### src/logic/scp_map.svh
// register map, field positions, reset values and timing constants of the sideband control path
`ifndef SCP_MAP_SVH
`define SCP_MAP_SVH
`define SCP_ADDR_W 8
`define SCP_OFF_CTRL 8'h00
`define SCP_OFF_CH_EN 8'h04
`define SCP_OFF_AEN_EN 8'h08
`define SCP_OFF_MGR_TAG 8'h0c
`define SCP_OFF_STATUS 8'h10
`define SCP_OFF_DROPS 8'h14
`define SCP_CTRL_SEL 0
`define SCP_CTRL_ARB 1
`define SCP_CTRL_FC 2
`define SCP_ST_INIT 0
`define SCP_ST_XOFF 8
`define SCP_ST_TOKEN 16
`define SCP_ST_LINK 17
`define SCP_ST_RSP 18
`define SCP_CTRL_RST 3'h0
`define SCP_AEN_RST 8'h00
`define SCP_TAG_RST 8'h00
`define SCP_AEN_IID 8'h00
`define SCP_HDR_REV 8'h01
`define SCP_CLK_NS 50
`define SCP_PAUSE_HOLD_US 1000
`endif

### src/logic/scp_pkg.sv
// types shared by the sideband control path
package scp_pkg;
  typedef struct packed {
    logic [7:0] mgr_tag;
    logic [4:0] chan;
    logic [7:0] instance_identifier;
    logic [7:0] kind;
  } scp_hdr_type;
  typedef struct packed {
    logic fcs_ok;
    logic len_ok;
    logic oem_long;
    logic cksum_present;
    logic cksum_ok;
    logic [4:0] chan;
    logic [7:0] hdr_rev;
    logic [7:0] instance_identifier;
    logic [7:0] kind;
  } scp_rx_type;
  typedef enum logic [1:0] {
    SCP_RSP_IDLE = 2'b01,
    SCP_RSP_HOLD = 2'b10
  } scp_rsp_state_type;
endpackage

### src/logic/scp_ctrl.sv
// sideband control path: output holding, pause control, event notices, receive checks, retries
//
// Summary of operation
// - hold pass-through while blocked from transmitting
// - keep event notices pending under same blocking; aen_valid itself not gated
// - hold responses while arbitrating without token
// - each channel requests XOFF at most one hold interval
// - after second interval channel re-initialises, withdraws
// - package XOFF ORs all channel requests
// - each notice type gated by enable
// - notices sent once, never retransmitted
// - notice header carries originating channel
// - notice instance identifier is zero
// - stored manager tag goes into notices
// - notices only while link active, unqueued
// - drop packets with bad fcs, length, checksum
// - drop wrong channel, no resources, bad revision
// - may drop packets during initial entry
// - retried command replays without side effects
// - initial entry stops pass-through both ways
// - response copies command instance identifier
`timescale 1ns/10ps
`include "scp_map.svh"
module scp_ctrl #(
  parameter int NCH = 4,
  parameter int NEVT = 8,
  parameter int PAUSE_HOLD_CYC = `SCP_PAUSE_HOLD_US * 1000 / `SCP_CLK_NS
) (
  // clock and reset
  input wire logic clk,
  input wire logic reset_n,
  // ahb-lite slave
  input wire logic hsel,
  input wire logic [31:0] haddr,
  input wire logic [1:0] htrans,
  input wire logic hwrite,
  input wire logic [2:0] hsize,
  input wire logic [31:0] hwdata,
  input wire logic hready,
  output logic [31:0] hrdata,
  output logic hreadyout,
  output logic hresp,
  // link state
  input wire logic link_active,
  input wire logic token_held,
  // pass-through transmit and receive accept, one stream per channel
  input wire logic [NCH-1:0] pt_valid,
  output logic [NCH-1:0] pt_ready,
  output logic [NCH-1:0] pt_rx_accept,
  // flow control
  input wire logic [NCH-1:0] congested,
  output logic pause_xoff,
  output logic [NCH-1:0] chan_reinit,
  // event sources and notice output
  input wire logic evt_valid,
  input wire logic [$clog2(NEVT)-1:0] evt_kind,
  input wire logic [4:0] evt_chan,
  output logic aen_valid,
  output scp_pkg::scp_hdr_type aen_hdr,
  input wire logic aen_ready,
  // received control packets
  input wire logic rx_valid,
  input wire scp_pkg::scp_rx_type rx_pkt,
  input wire logic [4:0] rx_expect_chan,
  output logic rx_drop,
  // command execution and response
  output logic cmd_exec,
  output logic cmd_replay,
  output scp_pkg::scp_hdr_type rsp_hdr,
  output logic rsp_valid,
  input wire logic rsp_ready
);
  localparam int TW = $clog2(2 * PAUSE_HOLD_CYC + 2);
  localparam logic [TW-1:0] HOLD1 = TW'(PAUSE_HOLD_CYC);
  localparam logic [TW-1:0] HOLD2 = TW'(2 * PAUSE_HOLD_CYC);

  logic [2:0] ctrl, next_ctrl;
  logic [NCH-1:0] ch_en, next_ch_en;
  logic [NCH-1:0] ch_init, next_ch_init;
  logic [NEVT-1:0] aen_en, next_aen_en;
  logic [7:0] mgr_tag, next_mgr_tag;
  logic [15:0] drops, next_drops;
  logic [TW-1:0] tmr [NCH];
  logic [TW-1:0] next_tmr [NCH];
  logic [NCH-1:0] xoff_req, next_xoff_req;
  logic [NCH-1:0] next_chan_reinit;
  logic wr_pend, next_wr_pend;
  logic [`SCP_ADDR_W-1:0] wr_addr, next_wr_addr;
  logic [31:0] next_hrdata;
  logic next_aen_valid;
  scp_pkg::scp_hdr_type next_aen_hdr, next_rsp_hdr;
  scp_pkg::scp_rsp_state_type rsp_st, next_rsp_st;
  logic have_last, next_have_last;
  logic [12:0] last_cmd, next_last_cmd;
  logic next_cmd_exec, next_cmd_replay, next_rx_drop;
  logic tx_ok, rx_ok, addr_ph;
  int ci;

  function automatic logic [31:0] status_word(input logic [NCH-1:0] init,
                                              input logic [NCH-1:0] xo,
                                              input logic tok, input logic lnk,
                                              input logic rsp);
    logic [31:0] w;
    w = '0;
    for (int i = 0; i < NCH; i++) begin
      w[`SCP_ST_INIT + i] = init[i];
      w[`SCP_ST_XOFF + i] = xo[i];
    end
    w[`SCP_ST_TOKEN] = tok;
    w[`SCP_ST_LINK] = lnk;
    w[`SCP_ST_RSP] = rsp;
    return w;
  endfunction

  // transmit is allowed only when selected and, under arbitration, holding the token
  assign tx_ok = ctrl[`SCP_CTRL_SEL] & (~ctrl[`SCP_CTRL_ARB] | token_held);
  assign addr_ph = hsel & htrans[1] & hready;
  assign hreadyout = 1'b1;
  assign hresp = 1'b0;
  // a held stream keeps its own order because nothing is taken until ready
  assign pt_ready = {NCH{tx_ok}} & ch_en & ~ch_init;
  assign pt_rx_accept = ch_en & ~ch_init;
  assign pause_xoff = ctrl[`SCP_CTRL_FC] & (|xoff_req);
  assign rsp_valid = (rsp_st == scp_pkg::SCP_RSP_HOLD) & tx_ok;

  always_comb begin
    next_ctrl = ctrl;
    next_ch_en = ch_en;
    next_ch_init = ch_init;
    next_aen_en = aen_en;
    next_mgr_tag = mgr_tag;
    next_drops = drops;
    next_wr_pend = addr_ph & hwrite;
    next_wr_addr = addr_ph ? haddr[`SCP_ADDR_W-1:0] : wr_addr;
    next_hrdata = hrdata;
    next_tmr = tmr;
    next_xoff_req = xoff_req;
    next_chan_reinit = '0;
    next_aen_valid = aen_valid;
    next_aen_hdr = aen_hdr;
    next_rsp_st = rsp_st;
    next_rsp_hdr = rsp_hdr;
    next_have_last = have_last;
    next_last_cmd = last_cmd;
    next_cmd_exec = 1'b0;
    next_cmd_replay = 1'b0;
    next_rx_drop = 1'b0;
    rx_ok = 1'b0;
    ci = 0;

    // register writes land in the data phase
    if (wr_pend) begin
      case (wr_addr)
        `SCP_OFF_CTRL: next_ctrl = hwdata[2:0];
        `SCP_OFF_CH_EN: begin
          next_ch_en = hwdata[NCH-1:0];
          // enabling a channel takes it out of the initial state
          next_ch_init = ch_init & ~hwdata[NCH-1:0];
        end
        `SCP_OFF_AEN_EN: next_aen_en = hwdata[NEVT-1:0];
        `SCP_OFF_MGR_TAG: next_mgr_tag = hwdata[7:0];
        default: ;
      endcase
    end
    // read data is sampled at the address phase, so a read right after a write shows the old value
    if (addr_ph & ~hwrite) begin
      case (haddr[`SCP_ADDR_W-1:0])
        `SCP_OFF_CTRL: next_hrdata = {29'h0, ctrl};
        `SCP_OFF_CH_EN: next_hrdata = 32'(ch_en);
        `SCP_OFF_AEN_EN: next_hrdata = 32'(aen_en);
        `SCP_OFF_MGR_TAG: next_hrdata = {24'h0, mgr_tag};
        `SCP_OFF_STATUS: next_hrdata = status_word(ch_init, xoff_req, token_held, link_active,
                                                   rsp_st == scp_pkg::SCP_RSP_HOLD);
        `SCP_OFF_DROPS: next_hrdata = {16'h0, drops};
        default: next_hrdata = 32'h0;
      endcase
    end

    // per-channel pause timer: xoff for one interval, re-init after the second
    for (int i = 0; i < NCH; i++) begin
      if (~congested[i] | ~ctrl[`SCP_CTRL_FC] | ch_init[i]) begin
        next_tmr[i] = '0;
        next_xoff_req[i] = 1'b0;
      end else if (tmr[i] < HOLD2) begin
        next_tmr[i] = tmr[i] + TW'(1);
        next_xoff_req[i] = (tmr[i] + TW'(1)) < HOLD1;
        if ((tmr[i] + TW'(1)) == HOLD2) begin
          next_ch_init[i] = 1'b1;
          next_chan_reinit[i] = 1'b1;
          next_xoff_req[i] = 1'b0;
        end
      end
    end

    // event notices: one shot, no retransmission; the core does not see a drop
    if (~link_active) begin
      next_aen_valid = 1'b0;
    end else begin
      if (aen_valid & aen_ready & tx_ok) begin
        next_aen_valid = 1'b0;
      end
      // a new event while one is held is lost rather than queued, keeping cost to one slot
      if (evt_valid & aen_en[evt_kind] & ~next_aen_valid) begin
        next_aen_valid = 1'b1;
        next_aen_hdr.mgr_tag = mgr_tag;
        next_aen_hdr.chan = evt_chan;
        next_aen_hdr.instance_identifier = `SCP_AEN_IID;
        next_aen_hdr.kind = 8'(evt_kind);
      end
    end

    // receive checks
    if (rx_valid) begin
      ci = int'(rx_pkt.chan[2:0]);
      rx_ok = rx_pkt.fcs_ok & (rx_pkt.len_ok | rx_pkt.oem_long)
            & (~rx_pkt.cksum_present | rx_pkt.cksum_ok)
            & (rx_pkt.chan == rx_expect_chan)
            & (rx_pkt.hdr_rev == `SCP_HDR_REV)
            & (rsp_st == scp_pkg::SCP_RSP_IDLE);
      if (ci < NCH) begin
        rx_ok = rx_ok & ~chan_reinit[ci];
      end
      if (rx_ok) begin
        if (have_last & (last_cmd == {rx_pkt.chan, rx_pkt.instance_identifier})) begin
          next_cmd_replay = 1'b1;
        end else begin
          next_cmd_exec = 1'b1;
        end
        next_have_last = 1'b1;
        next_last_cmd = {rx_pkt.chan, rx_pkt.instance_identifier};
        next_rsp_hdr.mgr_tag = mgr_tag;
        next_rsp_hdr.chan = rx_pkt.chan;
        next_rsp_hdr.instance_identifier = rx_pkt.instance_identifier;
        next_rsp_hdr.kind = rx_pkt.kind;
      end else begin
        next_rx_drop = 1'b1;
        next_drops = drops + 16'h0001;
      end
    end

    // response held until the transmit path is free
    case (rsp_st)
      scp_pkg::SCP_RSP_IDLE: begin
        if (rx_valid & rx_ok) begin
          next_rsp_st = scp_pkg::SCP_RSP_HOLD;
        end
      end
      scp_pkg::SCP_RSP_HOLD: begin
        if (tx_ok & rsp_ready) begin
          next_rsp_st = scp_pkg::SCP_RSP_IDLE;
        end
      end
      default: next_rsp_st = scp_pkg::SCP_RSP_IDLE;
    endcase
  end

  always_ff @(posedge clk) begin
    if (~reset_n) begin
      ctrl <= `SCP_CTRL_RST;
      ch_en <= '0;
      ch_init <= '1;
      aen_en <= NEVT'(`SCP_AEN_RST);
      mgr_tag <= `SCP_TAG_RST;
      drops <= 16'h0000;
      for (int i = 0; i < NCH; i++) begin
        tmr[i] <= '0;
      end
      xoff_req <= '0;
      chan_reinit <= '0;
      wr_pend <= 1'b0;
      wr_addr <= '0;
      hrdata <= 32'h0;
      aen_valid <= 1'b0;
      aen_hdr <= '0;
      rsp_st <= scp_pkg::SCP_RSP_IDLE;
      rsp_hdr <= '0;
      have_last <= 1'b0;
      last_cmd <= '0;
      cmd_exec <= 1'b0;
      cmd_replay <= 1'b0;
      rx_drop <= 1'b0;
    end else begin
      ctrl <= next_ctrl;
      ch_en <= next_ch_en;
      ch_init <= next_ch_init;
      aen_en <= next_aen_en;
      mgr_tag <= next_mgr_tag;
      drops <= next_drops;
      tmr <= next_tmr;
      xoff_req <= next_xoff_req;
      chan_reinit <= next_chan_reinit;
      wr_pend <= next_wr_pend;
      wr_addr <= next_wr_addr;
      hrdata <= next_hrdata;
      aen_valid <= next_aen_valid;
      aen_hdr <= next_aen_hdr;
      rsp_st <= next_rsp_st;
      rsp_hdr <= next_rsp_hdr;
      have_last <= next_have_last;
      last_cmd <= next_last_cmd;
      cmd_exec <= next_cmd_exec;
      cmd_replay <= next_cmd_replay;
      rx_drop <= next_rx_drop;
    end
  end
endmodule

### config.mk
export PLATFORM = sky130hd
export DESIGN_NAME = scp_ctrl
export DESIGN_NICKNAME = d
export VERILOG_FILES = /design/src/logic/scp_pkg.sv /design/src/logic/scp_ctrl.sv
export VERILOG_INCLUDE_DIRS = /design/src /design/src/logic
export SDC_FILE = /design/constraint.sdc
export NUM_CORES = 1
export LEC_CHECK = 0
export BUFFER_PORTS_ARGS = -buffer_cell sky130_fd_sc_hd__buf_2
export CELL_PAD_IN_SITES_DETAIL_PLACEMENT = 1
export CELL_PAD_IN_SITES_GLOBAL_PLACEMENT = 1
export CORE_ASPECT_RATIO = 0.6
export CORE_MARGIN = 4
export CORE_UTILIZATION = 42
export DETAILED_ROUTE_END_ITERATION = 7
export PLACE_DENSITY_LB_ADDON = 0.1
export SLEW_MARGIN = 10
export SYNTH_ARGS = -nofsm -noshare
export SYNTH_HDL_FRONTEND = slang
export SYNTH_SLANG_ARGS = --single-unit
### constraint.sdc
create_clock -name clk -period 4.6 [get_ports clk]
set_input_delay 0.23 -clock clk [delete_from_list [all_inputs] [get_ports clk]]
set_output_delay 0.23 -clock clk [all_outputs]
set_load 0.05 [all_outputs]
* Word level (Yosys, flattened, before mapping)
Index checks and enable logic that the tools add are counted.
** Storage, ports and cells
- Bits in registers :: 221
- Latch bits :: 0
- RAM bits :: 0
- ROM bits :: 0
- Bits of input ports :: 135
- Memories kept :: 0
** Operators by class
- Add/sub/neg operators :: 5
- Multipliers :: 0
- Divide/modulo/power cells :: 0
- Magnitude comparators :: 11
- Equal/unequal tests :: 19
- Shifts and indexed selects :: 0
- Multiplexer cells :: 39
- Bitwise logic cells :: 53
- Reduce and logical (&&, ||, !) cells :: 22
** Operator list (count)
- case mux 19 bit (6 select lines) :: 1
- adder 16 x 1 -> 16 bit, second input constant :: 5
- == test 16 bit, second input constant :: 4
- < comparator 16 x 15 -> 1 bit, second input constant :: 4
- < comparator 16 bit, second input constant :: 4
- == test 8 x 4 -> 1 bit, second input constant :: 4
- 2-to-1 mux 1 bit :: 31
- bitwise AND 1 bit :: 20
- AND reduction 2 bit :: 10
- bitwise AND 4 bit :: 4
- == test 8 x 3 -> 1 bit, second input constant :: 2
- == test 8 x 5 -> 1 bit, second input constant :: 2
- zero test 8 bit :: 2
- inverter 1 bit :: 16
- == test 13 bit :: 1
- OR reduction 3 bit :: 4
- bitwise OR 1 bit :: 11
- == test 8 x 1 -> 1 bit, second input constant :: 1
- 2-to-1 mux 4 bit :: 2
- inverter 4 bit :: 2
- OR reduction 2 bit :: 4
- < comparator 3 bit, second input constant :: 2
- == test 5 bit :: 1
- < comparator 3 x 4 -> 1 bit, second input constant :: 1
- 9 further kinds :: 11

* Depth between registers and ports, before layout
- Depth in word-level cells :: 13
- Depth in mapped cells :: 8
- Gate-level depth less buffers :: 7

* Worst setup path before layout
No wires, ideal clock.
- Path type :: reg-to-reg
- From :: reg tmr[32] (netlist bit)
- To :: reg xoff_req[1]
- Library setup time :: 0.131 ns
- Arrival :: 2.079 ns
- Required time :: 4.469 ns
- Setup slack :: 2.390 ns
- Stages on the path, launching flop included :: 9
- Period minus slack after synthesis :: 2.210 ns
- Cell sequence :: dfxtp_1 > ha_1 > nand3_1 > or3_1 > clkbuf_1 > o22ai_1 > a41oi_1 > o41ai_1 > a211oi_1
** Between the ends
- Word-level cells in the longest chain between the ends :: 3
- Elaborated cells between the ends (all ways) :: 5
** Ends and longest elaborated chain
- start: declaration :: line scp_ctrl.sv:83 : logic [TW-1:0] tmr [NCH];
- start signal: assignment :: line scp_ctrl.sv:289 : tmr <= next_tmr;
- adder 16 x 1 -> 16 bit :: line scp_ctrl.sv:186, scp_ctrl.sv:187
- < comparator 16 x 15 -> 1 bit / == test 16 bit (equally long branches) :: line scp_ctrl.sv:186, scp_ctrl.sv:187
- 2-to-1 mux 1 bit :: line scp_ctrl.sv:187 : if ((tmr[i] + TW'(1)) == HOLD2) begin
- end signal: assignment :: line scp_ctrl.sv:290 : xoff_req <= next_xoff_req;
- end: declaration :: line scp_ctrl.sv:85 : logic [NCH-1:0] xoff_req, next_xoff_req;
Several ways; a longest one is shown, not always the timed one.
A chain may end at the register's enable or synchronous reset.

* Final worst setup path
- From :: reg tmr[19] (netlist bit)
- To :: reg chan_reinit[2]
** Between the ends
- Word-level cells in the longest chain between the ends :: 3
- Elaborated cells between the ends (all ways) :: 6
** Ends and longest elaborated chain
- adder 16 x 1 -> 16 bit / < comparator 16 bit (equally long branches) :: line scp_ctrl.sv:187, scp_ctrl.sv:184
- == test 16 bit / inverter 1 bit (equally long branches)
- 2-to-1 mux 1 bit / OR reduction 3 bit (equally long branches)
- end signal: assignment :: line scp_ctrl.sv:291 : chan_reinit <= next_chan_reinit;
- end: declaration :: line scp_ctrl.sv:53 : output logic [NCH-1:0] chan_reinit,
Several ways; a longest one is shown, not always the timed one.

==> qor.csv <==
metric,value,unit
status,finished clean,
synth.avg_cell_area,8.23,um^2
regArea,0.00390,mm^2
path_class,reg -> reg,
fmax,332,MHz
synth_edf_count,0,
ys_top_cells_by_area,"dfxtp_1, xnor2_1, nand2_1",
htreeDepth,4,
fin_crit_sh,0.654,
yosysMostFrequentCell,dfxtp_1,
io_buffers,160,
grt_usage,0.229,
dieArea,0.0263,mm^2
hold_viol_final,0,
slew_headroom,0.288,
ys_types,78,
ios,245,
design_area,0.0114,mm^2
synth_top_cell_area_share,0.393,
worstPathArrival,3250,ps
grt_overflow,0,
die_y,127,um
synth_top_area_cell,dfxtp_1,
peakVddDrop,0.312,mV
cts_tree,done,
layout-drive-gt1-share,0.170,
r2r_cells,6,
nFillCells,2853,
synthArstFlopShare,0,
core_area,0.0232,mm^2
start_kind,flip-flop,
antenna_found_initial,0,
tightestPinTransition,1060,ps
grt.met3_usage,0.0378,
cts_setup_buffers,0,
critPathMaxFanout,8,
p_leak,4.28,nW
grt_pass1_wl,47900,um
place_area,0.0108,mm^2
gp_congestion,0.865,
viasPerCell,5.49,
grt_util_met1,0.359,
rsz0062_at_grt,false,
dr.first_iter.drc_count,539,
area_growth,14.3,%
required,4840,ps
wl,30300,um
cts_buffers,17,
use_met2,0.322,
reg2reg_slack,1590,ps
finalWorstSetupSlack,1590,ps
yosysSeqAreaShare,0.393,
drtAntennaViolNets,0,
place_ws,1750,ps
antenna_cells,0,
first_global_vias,8738,
worstHoldPathCells,3,
maxSlewViolCount,0,
maxCapViolCount,0,
r2r-start,tmr[19],
nets,1461,
multi_input_area,0.00556,mm^2
ys_ff_latch,195,
synth_cells,1207,
initial_core_util,0.429,
routedWlPerCell,18.4,um
cts_sinks,195,
min_to,rsp_hdr[7],
synthFlopType,dfxtp_1,
power_density,288,mW/mm^2
vias,9041,
cp-end-kind,flip-flop,
detailed_place_hpwl,22700,um
first_pass_iters,5,
worstHoldStart,rx_pkt[7],
r2r_end,chan_reinit[2],
grt_max_degree,74,
worstHoldPathType,in -> reg,
setup_viol_count_final,0,
synthTopCellsByCount,"dfxtp_1, nand2_1, nor2_1",
fin_util,0.490,
fin_crit,3010,ps
num_rows,43,
clk_pin_slew,70,ps
clockRootBuffer,clkbuf_16,
busiest_layer,met1,
ys_warn_count,0,
die_w,207,um
drc,0,
clockBufferDepth,2,
syn_area,0.00994,mm^2
skew,10.7,ps
clock_latency,450,ps
finalSetupTns,0,ps
[state kept, by name, summed over array words and instances, names as in the netlist, 8 cells and up]
register / count
tmr: 64
rsp_hdr: 28
hrdata: 19
aen_hdr: 16
drops: 16
aen_en: 8
mgr_tag: 8
wr_addr: 8
[how the worst max path moves through the flow]
stage | start | to | slack, ps | cells after the start
after CTS | tmr[32] | xoff_req[1] | 1750 | 7
after detailed placement | rx_pkt[24] | rsp_hdr[0] | 1750 | 7
final | tmr[19] | chan_reinit[2] | 1590 | 6
after floorplan | tmr[32] | xoff_req[1] | 2390 | 8
after global routing | tmr[32] | chan_reinit[1] | 1510 | 7
after global placement | tmr[32] | xoff_req[1] | 1800 | 7
[power breakdown]
part           internal, mW  switching, mW  leakage (nW)
clock                 0.700          0.700         0.248
combinational        0.0490          0.123          2.46
sequential             1.69        0.00588          1.57
total                  2.44          0.829          4.28
[worst max-delay path: stages, from the launching register on]
cell and delay, ps:
dfxtp_1 510, nand4_1 420, nor3_1 400, a2bb2oi_1 130, o22ai_1 320, nand4_1 130
nor4bb_1 880
[final cells by class]
type,instances,area share
tap,315,0.0347
timing repair buffer,170,0.0778
multi-input combinational,916,0.489
sequential,195,0.344
clock inverter,13,0.00937
inverter,20,0.00672
clock buffer,19,0.0381
[cells by family after synthesis]
family | synth area share
buffers and inverters | 0.0593
xor gates and xnor gates | 0.0837
other | 0.000756
DFF | 0.393
adders and majority gates | 0.00755
muxes | 0.0612
AOI/OAI and AO/OA | 0.131
and+or+nand+nor | 0.264
[per-layer routing]
layer	share of wire	wire length [um]
met1	0.53	15900
met2	0.41	12400
met3	0.055	1660
met4	0.012	370
met5	0	0
[per-stage QoR]
| stage | hold slack [ps] | instances | power, mW |
|---|---|---|---|
| global placement | 436 | 1613 | 1.90 |
| detailed placement | 443 | 1613 | 1.91 |
| CTS | 1.33 | 1648 | 3.31 |
| global route | 21.4 | 1648 | 3.40 |
| floorplan | 346 | 1233 | 1.86 |
| finish | 24.7 | 1648 | 3.27 |
[what timing repair did]
item	in CTS	in global routing
resized for setup	0	0
hold endpoints to repair	3	0
hold buffers	3	0
[cell usage in the layout, fill, tap and decap left out, drive strengths merged, types with 14 or more instances in the layout]
cell      n
buf     167
conb     28
dfxtp   195
or3      20
nand4    26
xnor2    65
o21ai    31
and3     14
nand3    47
nor3     39
nor4     23
a21oi    82
clkbuf   19
xor2     30
a22oi    14
nor2    150
mux2i    45
inv      22
nand2   151
Note: power is estimated with default switching activity, not from simulation.
